### src/verilog/shs_consts.vh
`ifndef SHS_CONSTS_VH
`define SHS_CONSTS_VH
// ****************************************************************
// register offsets (byte addresses, one 32-bit word each)
// ****************************************************************
`define SHS_ADDR_APPROACH 8'h00
`define SHS_ADDR_DEPART 8'h04
`define SHS_ADDR_OFS_HIGH 8'h08
`define SHS_ADDR_OFS_LOW 8'h0c
`define SHS_ADDR_STATUS 8'h10
`define SHS_ADDR_INT_STAT 8'h14
`define SHS_ADDR_INT_MASK 8'h18
// ****************************************************************
// reset values and limits
// ****************************************************************
`define SHS_APPROACH_RST 12'h5dc
`define SHS_APPROACH_MAX 12'hbb8
`define SHS_DEPART_RST 12'h01e
`define SHS_DEPART_MAX 12'h0c8
`define SHS_OFS_RST 14'h0000
`define SHS_OFS_MAX 14'h270f
`define SHS_OFS_HIGH_WEIGHT 27'h0002710
// ****************************************************************
// field positions of the mode setting strap
// ****************************************************************
`define SHS_MODE_DIR 0
`define SHS_MODE_STYLE 1
`define SHS_MODE_EN 2
// ****************************************************************
// interrupt status bits
// ****************************************************************
`define SHS_INT_START 0
`define SHS_INT_ORIGIN 1
`define SHS_INT_INDEX 2
`define SHS_INT_DONE 3
`define SHS_INT_REFUSED 4
`define SHS_INT_W 5
// ****************************************************************
// timing counts
// ****************************************************************
`define SHS_CFG_SETTLE 2'h3
`endif

### src/verilog/shs_sync.v
`timescale 1ns/100ps
// ****************************************************************
// two flip-flop synchroniser for a bundle of pins
// ****************************************************************
module shs_sync #(
  parameter W = 1
) (
  input wire clk, // system clock
  input wire rst, // async reset, active high
  input wire [W-1:0] pin, // asynchronous pins
  output reg [W-1:0] q // synchronised levels
);
  reg [W-1:0] meta;

  // first stage is read only by the second stage
  always @(posedge clk or posedge rst) begin
    if (rst) begin
      meta <= {W{1'b0}};
      q <= {W{1'b0}};
    end else begin
      meta <= pin;
      q <= meta;
    end
  end
endmodule // shs_sync

### src/verilog/shs_offset_counter.v
`timescale 1ns/100ps
`include "shs_consts.vh"
// ****************************************************************
// offset pulse counter with weighted target
// ****************************************************************
module shs_offset_counter (
  input wire clk, // system clock
  input wire rst, // async reset, active high
  input wire clear, // restart count from zero
  input wire step, // one encoder pulse
  input wire [13:0] ofs_high, // offset in units of 10000 pulses
  input wire [13:0] ofs_low, // offset in single pulses
  output wire reached // count has reached the target
);
  reg [26:0] count;
  wire [53:0] high_prod;
  wire [26:0] target;

  // weighted sum of the two fields
  assign high_prod = {27'h0000000, 13'h0000, ofs_high} * {27'h0000000, `SHS_OFS_HIGH_WEIGHT};
  assign target = high_prod[26:0] + {13'h0000, ofs_low};
  assign reached = (count >= target);

  // counts up, stops at the target
  always @(posedge clk or posedge rst) begin
    if (rst) begin
      count <= 27'h0000000;
    end else if (clear) begin
      count <= 27'h0000000;
    end else if (step && !reached) begin
      count <= count + 27'h0000001;
    end
  end
endmodule // shs_offset_counter

### src/verilog/shs_homing.v
`timescale 1ns/100ps
`include "shs_consts.vh"
// Summary of operation
// - mode direction bit 0 homes forward, 1 homes reverse.
// - style bit 0 turns back for index, 1 seeks index directly.
// - enable bit 0 disables homing, 1 arms it for start rising edge.
// - homing starts only while positioning complete is asserted.
// - host reference pulses are blocked while homing runs.
// - homing does not start while control mode is being switched.
// - control mode switch requests are refused while homing runs.
// - mode settings and pin allocations are latched at reset release.
// - approach speed 0 to 3000 rpm, default 1500, applies at once.
// - departure speed 0 to 200 rpm, default 30, applies at once.
// - offset equals high field times 10000 plus low field.
// - a rising edge of homing start begins the approach; levels do not, except one held through reset on start pin 1 to 3 while pin 0 is low.
// - valid high origin input switches to departure speed.
// - return style reverses after origin; direct style keeps direction.
// - offset counting starts at first index after leaving origin.
// - at target count motor stops and homing complete is raised.
module shs_homing (
  input wire clk, // system clock, 25 MHz
  input wire rst, // async reset, active high
  input wire [7:0] addr, // register byte address
  input wire [31:0] wdata, // register write data
  input wire wr, // write strobe
  input wire rd, // read strobe
  output reg [31:0] rdata, // read data, cycle after rd
  input wire [2:0] homing_mode_setting, // strap: enable, style, direction
  input wire [1:0] input_pin_allocation_a, // strap: pin for homing start
  input wire [1:0] input_pin_allocation_b, // strap: pin for origin switch
  input wire [1:0] output_pin_allocation, // strap: pin for homing complete
  input wire [3:0] in_pins, // general input pins
  output reg [3:0] out_pins_n, // general output pins, active low
  input wire positioning_complete, // pin, high when in position
  input wire mode_switching, // pin, high while control mode switches
  input wire mode_switch_req, // pin, host asks for mode switch
  output wire mode_switch_grant, // mode switch allowed
  input wire ref_pulse_in, // pin, host reference pulse
  output wire ref_pulse_out, // reference pulse to position loop
  input wire index_pulse_in, // pin, encoder index pulse
  input wire encoder_step_in, // pin, encoder step, one per pulse
  output reg motor_run, // motor commanded to move
  output reg motor_reverse, // 1 = reverse direction
  output reg [11:0] speed_cmd, // commanded speed in rpm
  output reg homing_busy, // homing in progress
  output reg homing_done, // homing complete, active high
  output wire irq // interrupt, active high level
);
  // ****************************************************************
  // states
  // ****************************************************************
  localparam [4:0] ST_IDLE = 5'h01;
  localparam [4:0] ST_APPROACH = 5'h02;
  localparam [4:0] ST_LEAVE = 5'h04;
  localparam [4:0] ST_COUNT = 5'h08;
  localparam [4:0] ST_STOP = 5'h10;

  reg [4:0] state;
  reg [4:0] next_state;
  reg [11:0] approach_speed;
  reg [11:0] departure_speed;
  reg [13:0] offset_count_high;
  reg [13:0] offset_count_low;
  reg [`SHS_INT_W-1:0] int_stat;
  reg [`SHS_INT_W-1:0] int_mask;
  reg [2:0] mode_lat;
  reg [1:0] alloc_start;
  reg [1:0] alloc_origin;
  reg [1:0] alloc_out;
  reg [1:0] cfg_cnt;
  reg cfg_ready;
  reg start_prev;
  reg step_prev;
  reg index_prev;
  wire [18:0] sync_q;
  wire [3:0] pins_s;
  wire poscomp_s;
  wire switching_s;
  wire swreq_s;
  wire ref_s;
  wire index_s;
  wire step_s;
  wire [2:0] mode_s;
  wire homing_start_in;
  wire origin_switch_in;
  wire start_edge;
  wire step_edge;
  wire index_edge;
  wire start_ok;
  wire cnt_clear;
  wire cnt_reached;
  wire [`SHS_INT_W-1:0] int_set;
  wire [11:0] wr_speed;
  wire [13:0] wr_ofs;

  // ****************************************************************
  // pin synchronisers
  // ****************************************************************
  // straps share the synchroniser so capture never sees a metastable level
  shs_sync #(
    .W(19)
  ) u_sync (
    .clk(clk),
    .rst(rst),
    .pin({output_pin_allocation, input_pin_allocation_b, input_pin_allocation_a,
          homing_mode_setting, in_pins, positioning_complete, mode_switching,
          mode_switch_req, ref_pulse_in, index_pulse_in, encoder_step_in}),
    .q(sync_q)
  );

  assign mode_s = sync_q[12:10];
  assign pins_s = sync_q[9:6];
  assign poscomp_s = sync_q[5];
  assign switching_s = sync_q[4];
  assign swreq_s = sync_q[3];
  assign ref_s = sync_q[2];
  assign index_s = sync_q[1];
  assign step_s = sync_q[0];

  // ****************************************************************
  // configuration capture after reset release
  // ****************************************************************
  // straps are sampled once the synchronisers have filled
  always @(posedge clk or posedge rst) begin
    if (rst) begin
      cfg_cnt <= 2'h0;
      cfg_ready <= 1'b0;
      mode_lat <= 3'h0;
      alloc_start <= 2'h0;
      alloc_origin <= 2'h0;
      alloc_out <= 2'h0;
    end else if (!cfg_ready) begin
      cfg_cnt <= cfg_cnt + 2'h1;
      if (cfg_cnt == `SHS_CFG_SETTLE) begin
        cfg_ready <= 1'b1;
        mode_lat <= mode_s;
        alloc_start <= sync_q[14:13];
        alloc_origin <= sync_q[16:15];
        alloc_out <= sync_q[18:17];
      end
    end
  end

  // routed inputs from the latched allocation
  assign homing_start_in = pins_s[alloc_start];
  assign origin_switch_in = pins_s[alloc_origin];

  // ****************************************************************
  // edge detection
  // ****************************************************************
  always @(posedge clk or posedge rst) begin
    if (rst) begin
      start_prev <= 1'b1;
      step_prev <= 1'b0;
      index_prev <= 1'b0;
    end else begin
      start_prev <= homing_start_in;
      step_prev <= step_s;
      index_prev <= index_s;
    end
  end

  // a start level held through reset on pin 0 gives its edge before cfg_ready is set; on pins 1 to 3 the edge can come with cfg_ready
  assign start_edge = homing_start_in & ~start_prev;
  assign step_edge = step_s & ~step_prev;
  assign index_edge = index_s & ~index_prev;

  // start accepted only when armed, in position, not switching
  assign start_ok = cfg_ready && mode_lat[`SHS_MODE_EN] && start_edge
                    && poscomp_s
                    && !switching_s;

  // ****************************************************************
  // sequencer
  // ****************************************************************
  always @* begin
    next_state = state;
    case (state)
      ST_IDLE: begin
        if (start_ok) begin
          next_state = ST_APPROACH;
        end
      end
      ST_APPROACH: begin
        if (origin_switch_in) begin
          next_state = ST_LEAVE;
        end
      end
      ST_LEAVE: begin
        if (index_edge && !origin_switch_in) begin
          next_state = ST_COUNT;
        end
      end
      ST_COUNT: begin
        if (cnt_reached) begin
          next_state = ST_STOP;
        end
      end
      ST_STOP: begin
        next_state = ST_IDLE;
      end
      default: begin
        next_state = ST_IDLE;
      end
    endcase
  end

  always @(posedge clk or posedge rst) begin
    if (rst) begin
      state <= ST_IDLE;
    end else begin
      state <= next_state;
    end
  end

  // offset counter restarts at the first index after leaving origin
  assign cnt_clear = (state != ST_COUNT);

  shs_offset_counter u_cnt (
    .clk(clk),
    .rst(rst),
    .clear(cnt_clear),
    .step(step_edge),
    .ofs_high(offset_count_high),
    .ofs_low(offset_count_low),
    .reached(cnt_reached)
  );

  // ****************************************************************
  // motor command and completion flag
  // ****************************************************************
  always @(posedge clk or posedge rst) begin
    if (rst) begin
      motor_run <= 1'b0;
      motor_reverse <= 1'b0;
      speed_cmd <= 12'h000;
      homing_busy <= 1'b0;
      homing_done <= 1'b0;
    end else begin
      case (next_state)
        ST_APPROACH: begin
          motor_run <= 1'b1;
          motor_reverse <= mode_lat[`SHS_MODE_DIR];
          speed_cmd <= approach_speed;
          homing_busy <= 1'b1;
          homing_done <= 1'b0;
        end
        ST_LEAVE, ST_COUNT: begin
          motor_run <= 1'b1;
          // return style turns back, direct style keeps going
          motor_reverse <= mode_lat[`SHS_MODE_STYLE] ? mode_lat[`SHS_MODE_DIR]
                                                     : ~mode_lat[`SHS_MODE_DIR];
          speed_cmd <= departure_speed;
          homing_busy <= 1'b1;
        end
        ST_STOP: begin
          motor_run <= 1'b0;
          speed_cmd <= 12'h000;
          homing_busy <= 1'b0;
          homing_done <= 1'b1;
        end
        default: begin
          motor_run <= 1'b0;
          speed_cmd <= 12'h000;
          homing_busy <= 1'b0;
        end
      endcase
    end
  end

  // homing complete drives its allocated pin low
  always @(posedge clk or posedge rst) begin
    if (rst) begin
      out_pins_n <= 4'hf;
    end else begin
      out_pins_n <= 4'hf;
      out_pins_n[alloc_out] <= ~homing_done;
    end
  end

  // host pulses and mode switches are locked out while busy
  assign ref_pulse_out = ref_s & ~homing_busy;
  assign mode_switch_grant = swreq_s & ~homing_busy;

  // ****************************************************************
  // register writes
  // ****************************************************************
  // out of range writes clamp to the upper limit
  assign wr_speed = wdata[11:0];
  assign wr_ofs = (wdata[13:0] > `SHS_OFS_MAX) ? `SHS_OFS_MAX : wdata[13:0];

  always @(posedge clk or posedge rst) begin
    if (rst) begin
      approach_speed <= `SHS_APPROACH_RST;
      departure_speed <= `SHS_DEPART_RST;
      offset_count_high <= `SHS_OFS_RST;
      offset_count_low <= `SHS_OFS_RST;
      int_mask <= {`SHS_INT_W{1'b0}};
    end else if (wr) begin
      case (addr)
        `SHS_ADDR_APPROACH: approach_speed <= (wdata[31:12] != 20'h00000
          || wr_speed > `SHS_APPROACH_MAX) ? `SHS_APPROACH_MAX : wr_speed;
        `SHS_ADDR_DEPART: departure_speed <= (wdata[31:12] != 20'h00000
          || wr_speed > `SHS_DEPART_MAX) ? `SHS_DEPART_MAX : wr_speed;
        `SHS_ADDR_OFS_HIGH: begin
          offset_count_high <= (wdata[31:14] != 18'h00000) ? `SHS_OFS_MAX : wr_ofs;
        end
        `SHS_ADDR_OFS_LOW: begin
          offset_count_low <= (wdata[31:14] != 18'h00000) ? `SHS_OFS_MAX : wr_ofs;
        end
        `SHS_ADDR_INT_MASK: int_mask <= wdata[`SHS_INT_W-1:0];
        default: int_mask <= int_mask;
      endcase
    end
  end

  // ****************************************************************
  // interrupt status
  // ****************************************************************
  assign int_set[`SHS_INT_START] = start_ok && (state == ST_IDLE);
  assign int_set[`SHS_INT_ORIGIN] = (state == ST_APPROACH) && (next_state == ST_LEAVE);
  assign int_set[`SHS_INT_INDEX] = (state == ST_LEAVE) && (next_state == ST_COUNT);
  assign int_set[`SHS_INT_DONE] = (state == ST_STOP);
  assign int_set[`SHS_INT_REFUSED] = (start_edge && cfg_ready && mode_lat[`SHS_MODE_EN]
                                      && (!poscomp_s || switching_s))
                                     || (swreq_s && homing_busy);

  // write one to clear, a new event in the same cycle wins
  always @(posedge clk or posedge rst) begin
    if (rst) begin
      int_stat <= {`SHS_INT_W{1'b0}};
    end else begin
      if (wr && addr == `SHS_ADDR_INT_STAT) begin
        int_stat <= (int_stat & ~wdata[`SHS_INT_W-1:0]) | int_set;
      end else begin
        int_stat <= int_stat | int_set;
      end
    end
  end

  assign irq = |(int_stat & int_mask);

  // ****************************************************************
  // register reads
  // ****************************************************************
  always @(posedge clk or posedge rst) begin
    if (rst) begin
      rdata <= 32'h00000000;
    end else if (rd) begin
      case (addr)
        `SHS_ADDR_APPROACH: rdata <= {20'h00000, approach_speed};
        `SHS_ADDR_DEPART: rdata <= {20'h00000, departure_speed};
        `SHS_ADDR_OFS_HIGH: rdata <= {18'h00000, offset_count_high};
        `SHS_ADDR_OFS_LOW: rdata <= {18'h00000, offset_count_low};
        `SHS_ADDR_STATUS: rdata <= {16'h0000, 3'h0, state, 1'b0, mode_lat, 1'b0, cfg_ready,
                                    homing_done, homing_busy};
        `SHS_ADDR_INT_STAT: rdata <= {27'h0000000, int_stat};
        `SHS_ADDR_INT_MASK: rdata <= {27'h0000000, int_mask};
        default: rdata <= 32'h00000000;
      endcase
    end else begin
      rdata <= 32'h00000000;
    end
  end
endmodule // shs_homing

### config.mk
export PLATFORM = sky130hd
export DESIGN_NAME = shs_homing
export DESIGN_NICKNAME = d
export VERILOG_FILES = /design/src/verilog/shs_sync.v /design/src/verilog/shs_offset_counter.v /design/src/verilog/shs_homing.v
export VERILOG_INCLUDE_DIRS = /design/src /design/src/verilog
export SDC_FILE = /design/constraint.sdc
export NUM_CORES = 1
export LEC_CHECK = 0
export BUFFER_PORTS_ARGS = -buffer_cell sky130_fd_sc_hd__buf_2
export CORE_MARGIN = 1
export CORE_UTILIZATION = 65
export CTS_CLUSTER_SIZE = 10
export DETAILED_ROUTE_END_ITERATION = 10
export PLACE_DENSITY = 0.87
export SYNTH_ARGS = -nofsm -noshare
export SYNTH_HDL_FRONTEND = slang
export SYNTH_SLANG_ARGS = --single-unit
export TNS_END_PERCENT = 50
### constraint.sdc
create_clock -name clk -period 20.2 [get_ports clk]
set_clock_uncertainty 0.05 [all_clocks]
set_input_delay 4.04 -clock clk [delete_from_list [all_inputs] [get_ports clk]]
set_output_delay 4.04 -clock clk [all_outputs]
set_load 0.02 [all_outputs]
# ---- After elaboration in Yosys (flattened, before gate mapping)
# Index checks and enable logic that the tools add are counted.
dict set report classes {
  bitwise 19
  muxes 27
  n_mul 1
  reduce_logical 38
  n_lt_le_gt_ge 8
  add_sub_neg 3
  n_eq_ne 17
}
# op n
set op_table {}
lappend op_table {{14-bit case mux with 7 select lines} 1}
lappend op_table {{27-bit two-way mux} 2}
lappend op_table {{32-bit two-way mux} 1}
lappend op_table {{14-bit two-way mux} 2}
lappend op_table {{27-bit by 1-bit adder with 27-bit output (second input constant)} 1}
lappend op_table {{27-bit by 14-bit adder with 27-bit output} 1}
lappend op_table {{27-bit greater-or-equal comparator} 1}
lappend op_table {{5-bit two-way mux} 5}
lappend op_table {{8-bit by 5-bit equality test with 1-bit output (second input constant)} 3}
lappend op_table {{12-bit two-way mux} 2}
lappend op_table {{12-bit case mux with 2 select lines} 1}
lappend op_table {{14-bit by 10-bit multiplier with 23-bit output (second input constant)} 1}
lappend op_table {{5-bit case mux with 4 select lines} 1}
lappend op_table {{20-bit nonzero test} 1}
lappend op_table {{18-bit nonzero test} 1}
lappend op_table {{8-bit by 4-bit equality test with 1-bit output (second input constant)} 2}
lappend op_table {{1-bit logical AND} 15}
lappend op_table {{14-bit greater-than comparator (second input constant)} 1}
lappend op_table {{12-bit greater-than comparator (second input constant)} 1}
lappend op_table {{12-bit by 8-bit greater-than comparator with 1-bit output (second input constant)} 1}
lappend op_table {{2-bit AND reduction} 6}
lappend op_table {{5-bit AND} 2}
lappend op_table {{5-bit by 2-bit equality test with 1-bit output (second input constant)} 2}
lappend op_table {{5-bit by 3-bit equality test with 1-bit output (second input constant)} 2}
lappend op_table {{other kinds (26)} 57}
dict set report totals {
  register_bits 198
  out_inout_bits 55
  input_bits 63
  elab_cells 138
}

# ---- Depth between registers and ports, before layout
# Gate-level depths: netlist (run 1).
dict set report depth {
  ltp_word 12
  ltp_mapped 30
  mapped_depth_nobuf 29
}

# ---- Hierarchy
# A second synthesis (run 1) with hierarchy kept.
dict set report hier_totals {
  cells_unflattened 1096
  area_unflattened_um2 11188.2
}
# module cells_each area_each_um2 n_inst seq_area_each_um2
set modules_own_cells {}
lappend modules_own_cells {shs_homing 463 5153.7 1 2899.0}
lappend modules_own_cells {shs_offset_counter 594 5079.9 1 675.6}
lappend modules_own_cells {shs_sync 39 954.7 1 950.9}

# ---- Least setup slack after synthesis (run 1)
# Ideal clock, no wire load.
dict set report synth_path {
  path_kind {register -> register}
  startpoint {reg offset_count_high[4]}
  endpoint {reg u_cnt.count[7]}
  synth_period_minus_slack_ps 6735
  t_arrival_ps 6565
  required_time_ps 20030
  path_buffers 2
  setup_time_ps 120
  slack_ps 13465
  path_stages_with_launch 29
  path_cell_list {dfrtp_1 > inv_1 > fa_1 > inv_1 > ha_1 > inv_1 > fa_1 > inv_1 > ha_1 > inv_1 > fa_1 > inv_1 > ha_1 > o21ai_0 > a21oi_1 > o21a_1 > o221a_2 > a311o_1 > a2111oi_4 > nor3_2 > xnor2_1 > ha_1 > nand3_1 > nor3_1 > clkbuf_1 > inv_1 > o2111a_1 > buf_2 > a31o_2}
}
dict set report synth_between {
  elab_chain_len 6
}
# item line_no
set synth_lines {}
lappend synth_lines {{from (decl)} shs_homing.v:62} ;# reg [13:0] offset_count_high;
lappend synth_lines {{from (signal assigned)} shs_homing.v:296} ;# offset_count_high <= `SHS_OFS_RST;
lappend synth_lines {{from (signal assigned)} shs_homing.v:306} ;# offset_count_high <= (wdata[31:14] != 18'h00000) ? `SHS_OFS_MAX : wr_ofs;
lappend synth_lines {{14-bit by 10-bit multiplier with 23-bit output} shs_offset_counter.v:20} ;# assign high_prod = {27'h0000000, 13'h0000, ofs_high} * {27'h0000000, `SHS_OFS_HIGH_WEIGHT};
lappend synth_lines {{27-bit by 14-bit adder with 27-bit output} shs_offset_counter.v:21} ;# assign target = high_prod[26:0] + {13'h0000, ofs_low};
lappend synth_lines {{27-bit greater-or-equal comparator} shs_offset_counter.v:22} ;# assign reached = (count >= target);
lappend synth_lines {{1-bit zero test} shs_offset_counter.v:30} ;# end else if (step && !reached) begin
lappend synth_lines {{1-bit logical AND} shs_offset_counter.v:30}
lappend synth_lines {{2-bit nonzero test (no line)} n/a}
lappend synth_lines {{to (signal assigned)} shs_offset_counter.v:31} ;# count <= count + 27'h0000001;
lappend synth_lines {{to (decl)} shs_offset_counter.v:15} ;# reg [26:0] count;
# No other way between the ends.
# A chain may end at the register's enable or synchronous reset.

# ---- Final worst setup path (run 1)
dict set report layout_path {
  startpoint {reg offset_count_high[5]}
  endpoint {reg u_cnt.count[8]}
}
# Same word-level chain as after synthesis.

==> impl_results.md, run 1 <==
* Critical path buffer and inverter count at 6
* DIE WIDTH at 132 um
* Inserted Diodes at 0
* DR vias/cell at 6.26
* Crit path DAT at 7.60 ns
* Layout fillers at 1,090
* Number of buffers added on ports at 99
* Min Tclk post-route at 7.32 ns
* Commonest non-fill, non-tap cell in the layout: dfrtp_1
* H-tree lvl count at 4
* Run status: completed
* Post-route DRC at 0
* DRT antenna net count at 0
* Kind of critical path: flip-flop to flip-flop
* Final WS setup at 12.88 ns
* Vias in the first global route at 8,730
* Cells resized by post-CTS repair at 0
* Post-Synth Simple-Gate Area at 13.0%
* Area growth from synthesis to layout at 11.2%
* Io pins at 118
* Hold Fails Final Rpt at 0
* Top_reg_cell synth: dfrtp_1
* Root buffer cell: clkbuf_16
* Tightest Pin Transition at 1.08 ns
* Worst setup EP type: flip-flop
* Largest net degree at the start of global routing at 98
* DIE AREA at 17,500 sq um
* Mapped Cells at 1,076
* Pleak at 6.06 nW
* Post-CTS Setup Repair Bufs at 0
* Slew margin rel. at 27.6%
* Power per standard cell area at 69.1 nW/um^2
* CTS Hold Bufs at 0
* Startpoint Class: flip-flop
* Max-cap violations at 0
* DP HPWL at 19.5 mm
* Largest cells by area after synthesis: dfrtp_1 (37%), ha_1 (11%), fa_1 (5.4%), dfstp_2 (4.0%), inv_1 (3.3%)
* Yosys reg bits at 180
* Worst hold path class: flip-flop to flip-flop
* Crit share post-route at 36.2%
* Seq/Total Area, Yosys at 41.0%
* Routed Wire Length at 27.3 mm
* RSZ-0062 raised after global routing: false
* Finished Layout Cells at 1,402
* Mean area per synthesized cell at 10.3 sq um
* Slowest-stage cell, CP: nor3_1
* Largest family of logic cells by synthesized area: adder cells
* CP delay by family, top: adder cells
* Cell mode on critical path: inv_1
* Num CTS Buffers at 17
* Synth async-reset ratio at 100%
* Initial antenna violation count at 0
* Layout cells sized above 1 at 17.9%
* TritonCTS clock tree: done
* Total grt overflow at 0
* Clk slew on worst S/H paths at 0.08 ns
* Multiplexer area fraction after synthesis at 3.31%
* Pre-CTS setup slack at 12.96 ns
* Initial DRT Pass Iterations at 9
* Initial DRC count at 949
* Rows at 47
* Core Box Area at 16,600 sq um
* Unique masters post-synth at 80
* Storage element area at 4530 sq um
* Fmax at 137 MHz
* Post-synth top area share at 36.9%
* Finished Core Util at 74.1%
* Post-Place Cells at 1,370
* Setup TNS at 0 ns
* Initial Util at 66.6%
* Max Slew Vio Count at 0
* Total Nets Final at 1,363
* XOR/XNOR Fraction of Synth Area at 3.17%
* WL/cell at 19.5 um
* First-pass GRT wire length at 44.7 mm
* Max stage delay on crit path at 0.56 ns
* Synth Area in Adders at 16.9%
* Final RePlAce weighted congestion at 0.907
* Number of synthesized flops with an enable pin at 0
* Area of the multi-input gates at 5960 sq um
* Die height at 132 um
* Largest area contributor in the netlist: dfrtp_1
* Compound-Gate Fraction of Synth Area at 16.8%
* Setup violators final at 0
* DR vias at 8,779
* Crit path max fanout at 9
* Max VDD drop at 0.0000703 V
* Sink Count at 180
* Req. time, crit path at 20.48 ns
* Tot Pwr at 0.000849 W
* Most frequent cells in the layout: dfrtp_1 (163), ha_1 (101), buf_2 (99)
* Post-Syn Area at 11,000 sq um
* GRT Util Overall at 32.7%
* Clk Latency, worst-skew pair at 0.44 ns
* Clock buffer depth at 2
* Number of synthesis warnings at 0
==> cell usage after synthesis, types with 9 or more instances <==
master / number
buf_4: 19
and3_1: 13
and2_1: 13
o21ai_0: 56
a21oi_1: 48
xor2_1: 14
clkbuf_1: 26
o22a_1: 10
dfrtp_1: 163
nand2_1: 94
a22o_1: 21
nand3_1: 26
nor3_1: 17
fa_1: 30
or3_1: 9
xnor2_1: 26
mux2_2: 24
inv_1: 98
a21o_1: 21
ha_1: 101
a211oi_1: 12
nor2b_1: 9
a222oi_1: 13
nor2_1: 54
dfstp_2: 17
nand2b_1: 9
==> sequential cells by signal (all words and copies together), names as in the netlist, 2 cells and up <==
register	count
cfg_cnt	2
approach_speed	12
departure_speed	12
out_pins_n	4
u_cnt.count	27
offset_count_low	14
alloc_out	2
u_sync.q	19
int_mask	5
speed_cmd	12
state	5
int_stat	5
alloc_start	2
alloc_origin	2
offset_count_high	14
mode_lat	3
rdata	14
u_sync.meta	19
==> area by class of cell <==
| type | count | area share (%) |
|---|---|---|
| Multi-Input combinational cell | 765 | 48.5 |
| Sequential cell | 180 | 36.8 |
| Timing Repair Buffer | 107 | 4.52 |
| Inverter | 98 | 3.03 |
| Tap cell | 220 | 2.24 |
| Clock buffer | 18 | 3.57 |
| Clock inverter | 14 | 1.31 |
==> per-layer routing <==
layer  up-vias  routed length [um]  track usage, %
li1       4006                   -               -
met1      4215               11100            42.5
met2       460               13100            54.1
met3        98                2000            5.19
met4         0                1110            14.9
met5         -                   0               0
==> kinds of logic (layout without fill, tap and decap cells) <==
group | Yosys count | after routing
flops | 180 | 180
simple gates | 289 | 289
fa+ha+maj | 131 | 131
buf+inv | 148 | 237
xor+xnor | 40 | 40
other cells | 1 | 18
mux | 31 | 31
compound gates | 256 | 256
==> worst paths after layout <==
| path | to | slack (ns) | start | depth (start not counted) |
|---|---|---|---|---|
| max | u_cnt.count[8] | 12.88 | offset_count_high[5] | 28 |
| min | u_sync.q[4] | 0.30 | u_sync.meta[4] | 0 |
| max reg2reg | u_cnt.count[8] | 12.88 | offset_count_high[5] | 28 |
| min reg2reg | u_sync.q[4] | 0.30 | u_sync.meta[4] | 0 |
| max in group asynchronous | rdata[7] | 14.81 | rst | 3 |
| min in group asynchronous | u_sync.meta[11] | 3.71 | rst | 2 |
==> through the flow <==
| stage | hold WS, ns | instance area [sq um] |
|---|---|---|
| 5_1_grt | 0.307 | 12300 |
| 2_1_floorplan | 0.281 | 11100 |
| 3_5_place_dp | 0.286 | 11700 |
| 6_report | 0.300 | 12300 |
| 4_1_cts | 0.300 | 12300 |
| 3_3_place_gp | 0.282 | 11700 |
==> power breakdown <==
| part | switching [W] | internal (W) |
|---|---|---|
| Clock | 0.000164 | 0.000170 |
| Sequential | 0.0000107 | 0.000372 |
| Combinational | 0.0000820 | 0.0000508 |
(Power assumes the default switching activity.)
==> run 2: changes to the inputs <==
Settings changed: CORE_UTILIZATION 65 to 54, PLACE_DENSITY 0.87 to 0.77.
Clock period 20.2 ns to 6.72 ns, I/O delays scaled along.
==> impl_results.md, run 2 (same netlist as run 1, synthesis figures left out) <==
* Run status: completed
* Inserted Diodes at 0
* First-pass GRT wire length at 44.3 mm
* Post-Place Cells at 1,472
* CTS Hold Bufs at 0
* Kind of critical path: flip-flop to flip-flop
* WL/cell at 18.4 um
* Number of buffers added on ports at 99
* Crit share post-route at 99.9%
* Sink Count at 180
* Cell mode on critical path: buf_4
* Max VDD drop at 0.000189 V
* Vias in the first global route at 8,707
* Final RePlAce weighted congestion at 0.905
* Post-route DRC at 0
* Tightest Pin Transition at 0.963 ns
* Layout cells sized above 1 at 27.8%
* Die height at 145 um
* GRT Util Overall at 26.6%
* Max stage delay on crit path at 0.53 ns
* Fmax at 149 MHz
* H-tree lvl count at 4
* Clk slew on worst S/H paths at 0.08 ns
* Total Nets Final at 1,435
* TritonCTS clock tree: done
* DR vias at 8,942
* Clk Latency, worst-skew pair at 0.45 ns
* Finished Core Util at 66.9%
* Min Tclk post-route at 6.71 ns
* Commonest non-fill, non-tap cell in the layout: dfrtp_1
* DR vias/cell at 5.89
* Routed Wire Length at 27.9 mm
* Crit path max fanout at 5
* DIE AREA at 21,000 sq um
* Pleak at 6.46 nW
* Initial Util at 55.9%
* Max FFs per register at 27
* Top flop regs: u_cnt.count: 27 flops, u_sync.meta: 19 flops, u_sync.q: 19 flops
* Layout fillers at 1,465
* Worst hold path class: flip-flop to flip-flop
* Setup violators final at 0
* Max-cap violations at 0
* Req. time, crit path at 7.00 ns
* Finished Layout Cells at 1,519
* Area growth from synthesis to layout at 19.9%
* Crit path DAT at 6.99 ns
* Root buffer cell: clkbuf_16
* Most frequent cells in the layout: dfrtp_1 (160), buf_2 (99), ha_1 (95)
* Initial DRT Pass Iterations at 6
* Worst setup EP type: flip-flop
* Io pins at 118
* Startpoint Class: flip-flop
* Total grt overflow at 0
* Most flop-heavy register: u_cnt.count
* RSZ-0062 raised after global routing: true
* DRT antenna net count at 0
* Hold Fails Final Rpt at 0
* Power per standard cell area at 200 nW/um^2
* Clock buffer depth at 2
* Initial DRC count at 572
* DP HPWL at 20.2 mm
* Initial antenna violation count at 0
* Max Slew Vio Count at 0
* Slew margin rel. at 35.6%
* Largest net degree at the start of global routing at 69
* Rows at 51
* Core Box Area at 19,800 sq um
* Num CTS Buffers at 17
* DIE WIDTH at 145 um
* Slowest-stage cell, CP: fa_1
==> run 2: stage by stage <==
stage | setup WS (ns) | instance area (sq um) | power [W] | hold slack (ns) | TNS (ns)
after CTS | 0.00480 | 12900 | 0.00263 | 0.297 | 0
after global placement | 0.00843 | 12200 | 0.00157 | 0.281 | 0
after detailed placement | -0.134 | 12200 | 0.00159 | 0.285 | -2.72
after global routing | -0.305 | 13200 | 0.00277 | 0.303 | -4.93
final | 0.00729 | 13200 | 0.00265 | 0.295 | 0
after floorplan | 0.0744 | 11100 | 0.00146 | 0.281 | 0
==> run 2: critical path: cells and delay by family, from the launching register on <==
kind | cells | cell delay, ns
xor gates and xnor gates | 1 | 0.13
AOI/OAI and AO/OA | 8 | 1.72
buffers and inverters | 9 | 0.96
DFF | 1 | 0.36
adders and majority gates | 7 | 2.61
and+or+nand+nor | 6 | 0.77
==> run 2: area by class of cell <==
| type | count | area, sq um | share of cell area, % |
|---|---|---|---|
| inverter | 98 | 373 | 2.82 |
| timing repair buffer | 178 | 1100 | 8.28 |
| clock buffer | 17 | 425 | 3.21 |
| multi-input combinational | 766 | 6290 | 47.5 |
| tap | 265 | 332 | 2.50 |
| clock inverter | 15 | 198 | 1.49 |
| sequential | 180 | 4530 | 34.2 |
==> run 2: where the power goes <==
part,switching (W),internal [W],total (W)
sequential,0.0000263,0.00112,0.00114
combinational,0.000275,0.000196,0.000471
clock,0.000524,0.000514,0.00104
total,0.000825,0.00183,0.00265
==> run 2: path summary, 6_finish.rpt <==
| check | startpoint | end | slack, ns | depth (start not counted) |
|---|---|---|---|---|
| setup reg to reg | offset_count_high[5] | u_cnt.count[12] | 0.007 | 31 |
| min in group asynchronous | rst | u_sync.meta[10] | 0.92 | 2 |
| max in group asynchronous | rst | u_cnt.count[21] | 4.44 | 3 |
| setup / recovery | offset_count_high[5] | u_cnt.count[12] | 0.007 | 31 |
| hold reg to reg | u_sync.meta[9] | u_sync.q[9] | 0.30 | 0 |
| hold / removal | u_sync.meta[9] | u_sync.q[9] | 0.30 | 0 |
==> run 2: routing by layer <==
| layer | GRT usage [%] | wire (um) | vias to the layer above |
|---|---|---|---|
| met5 | 0 | 0 | - |
| li1 | - | - | 4138 |
| met1 | 34.6 | 11600 | 4335 |
| met3 | 5.28 | 1900 | 89 |
| met2 | 42.8 | 13300 | 380 |
| met4 | 12.1 | 1120 | 0 |
==> run 2: timing repair <==
| action | in CTS | in global routing |
|---|---|---|
| gates resized for setup | 10 | 72 |
| cloned | 0 | 1 |
| pin swaps | 3 | 54 |
| buffers inserted | 3 | 11 |
| setup endpoints to repair | 36 | 42 |
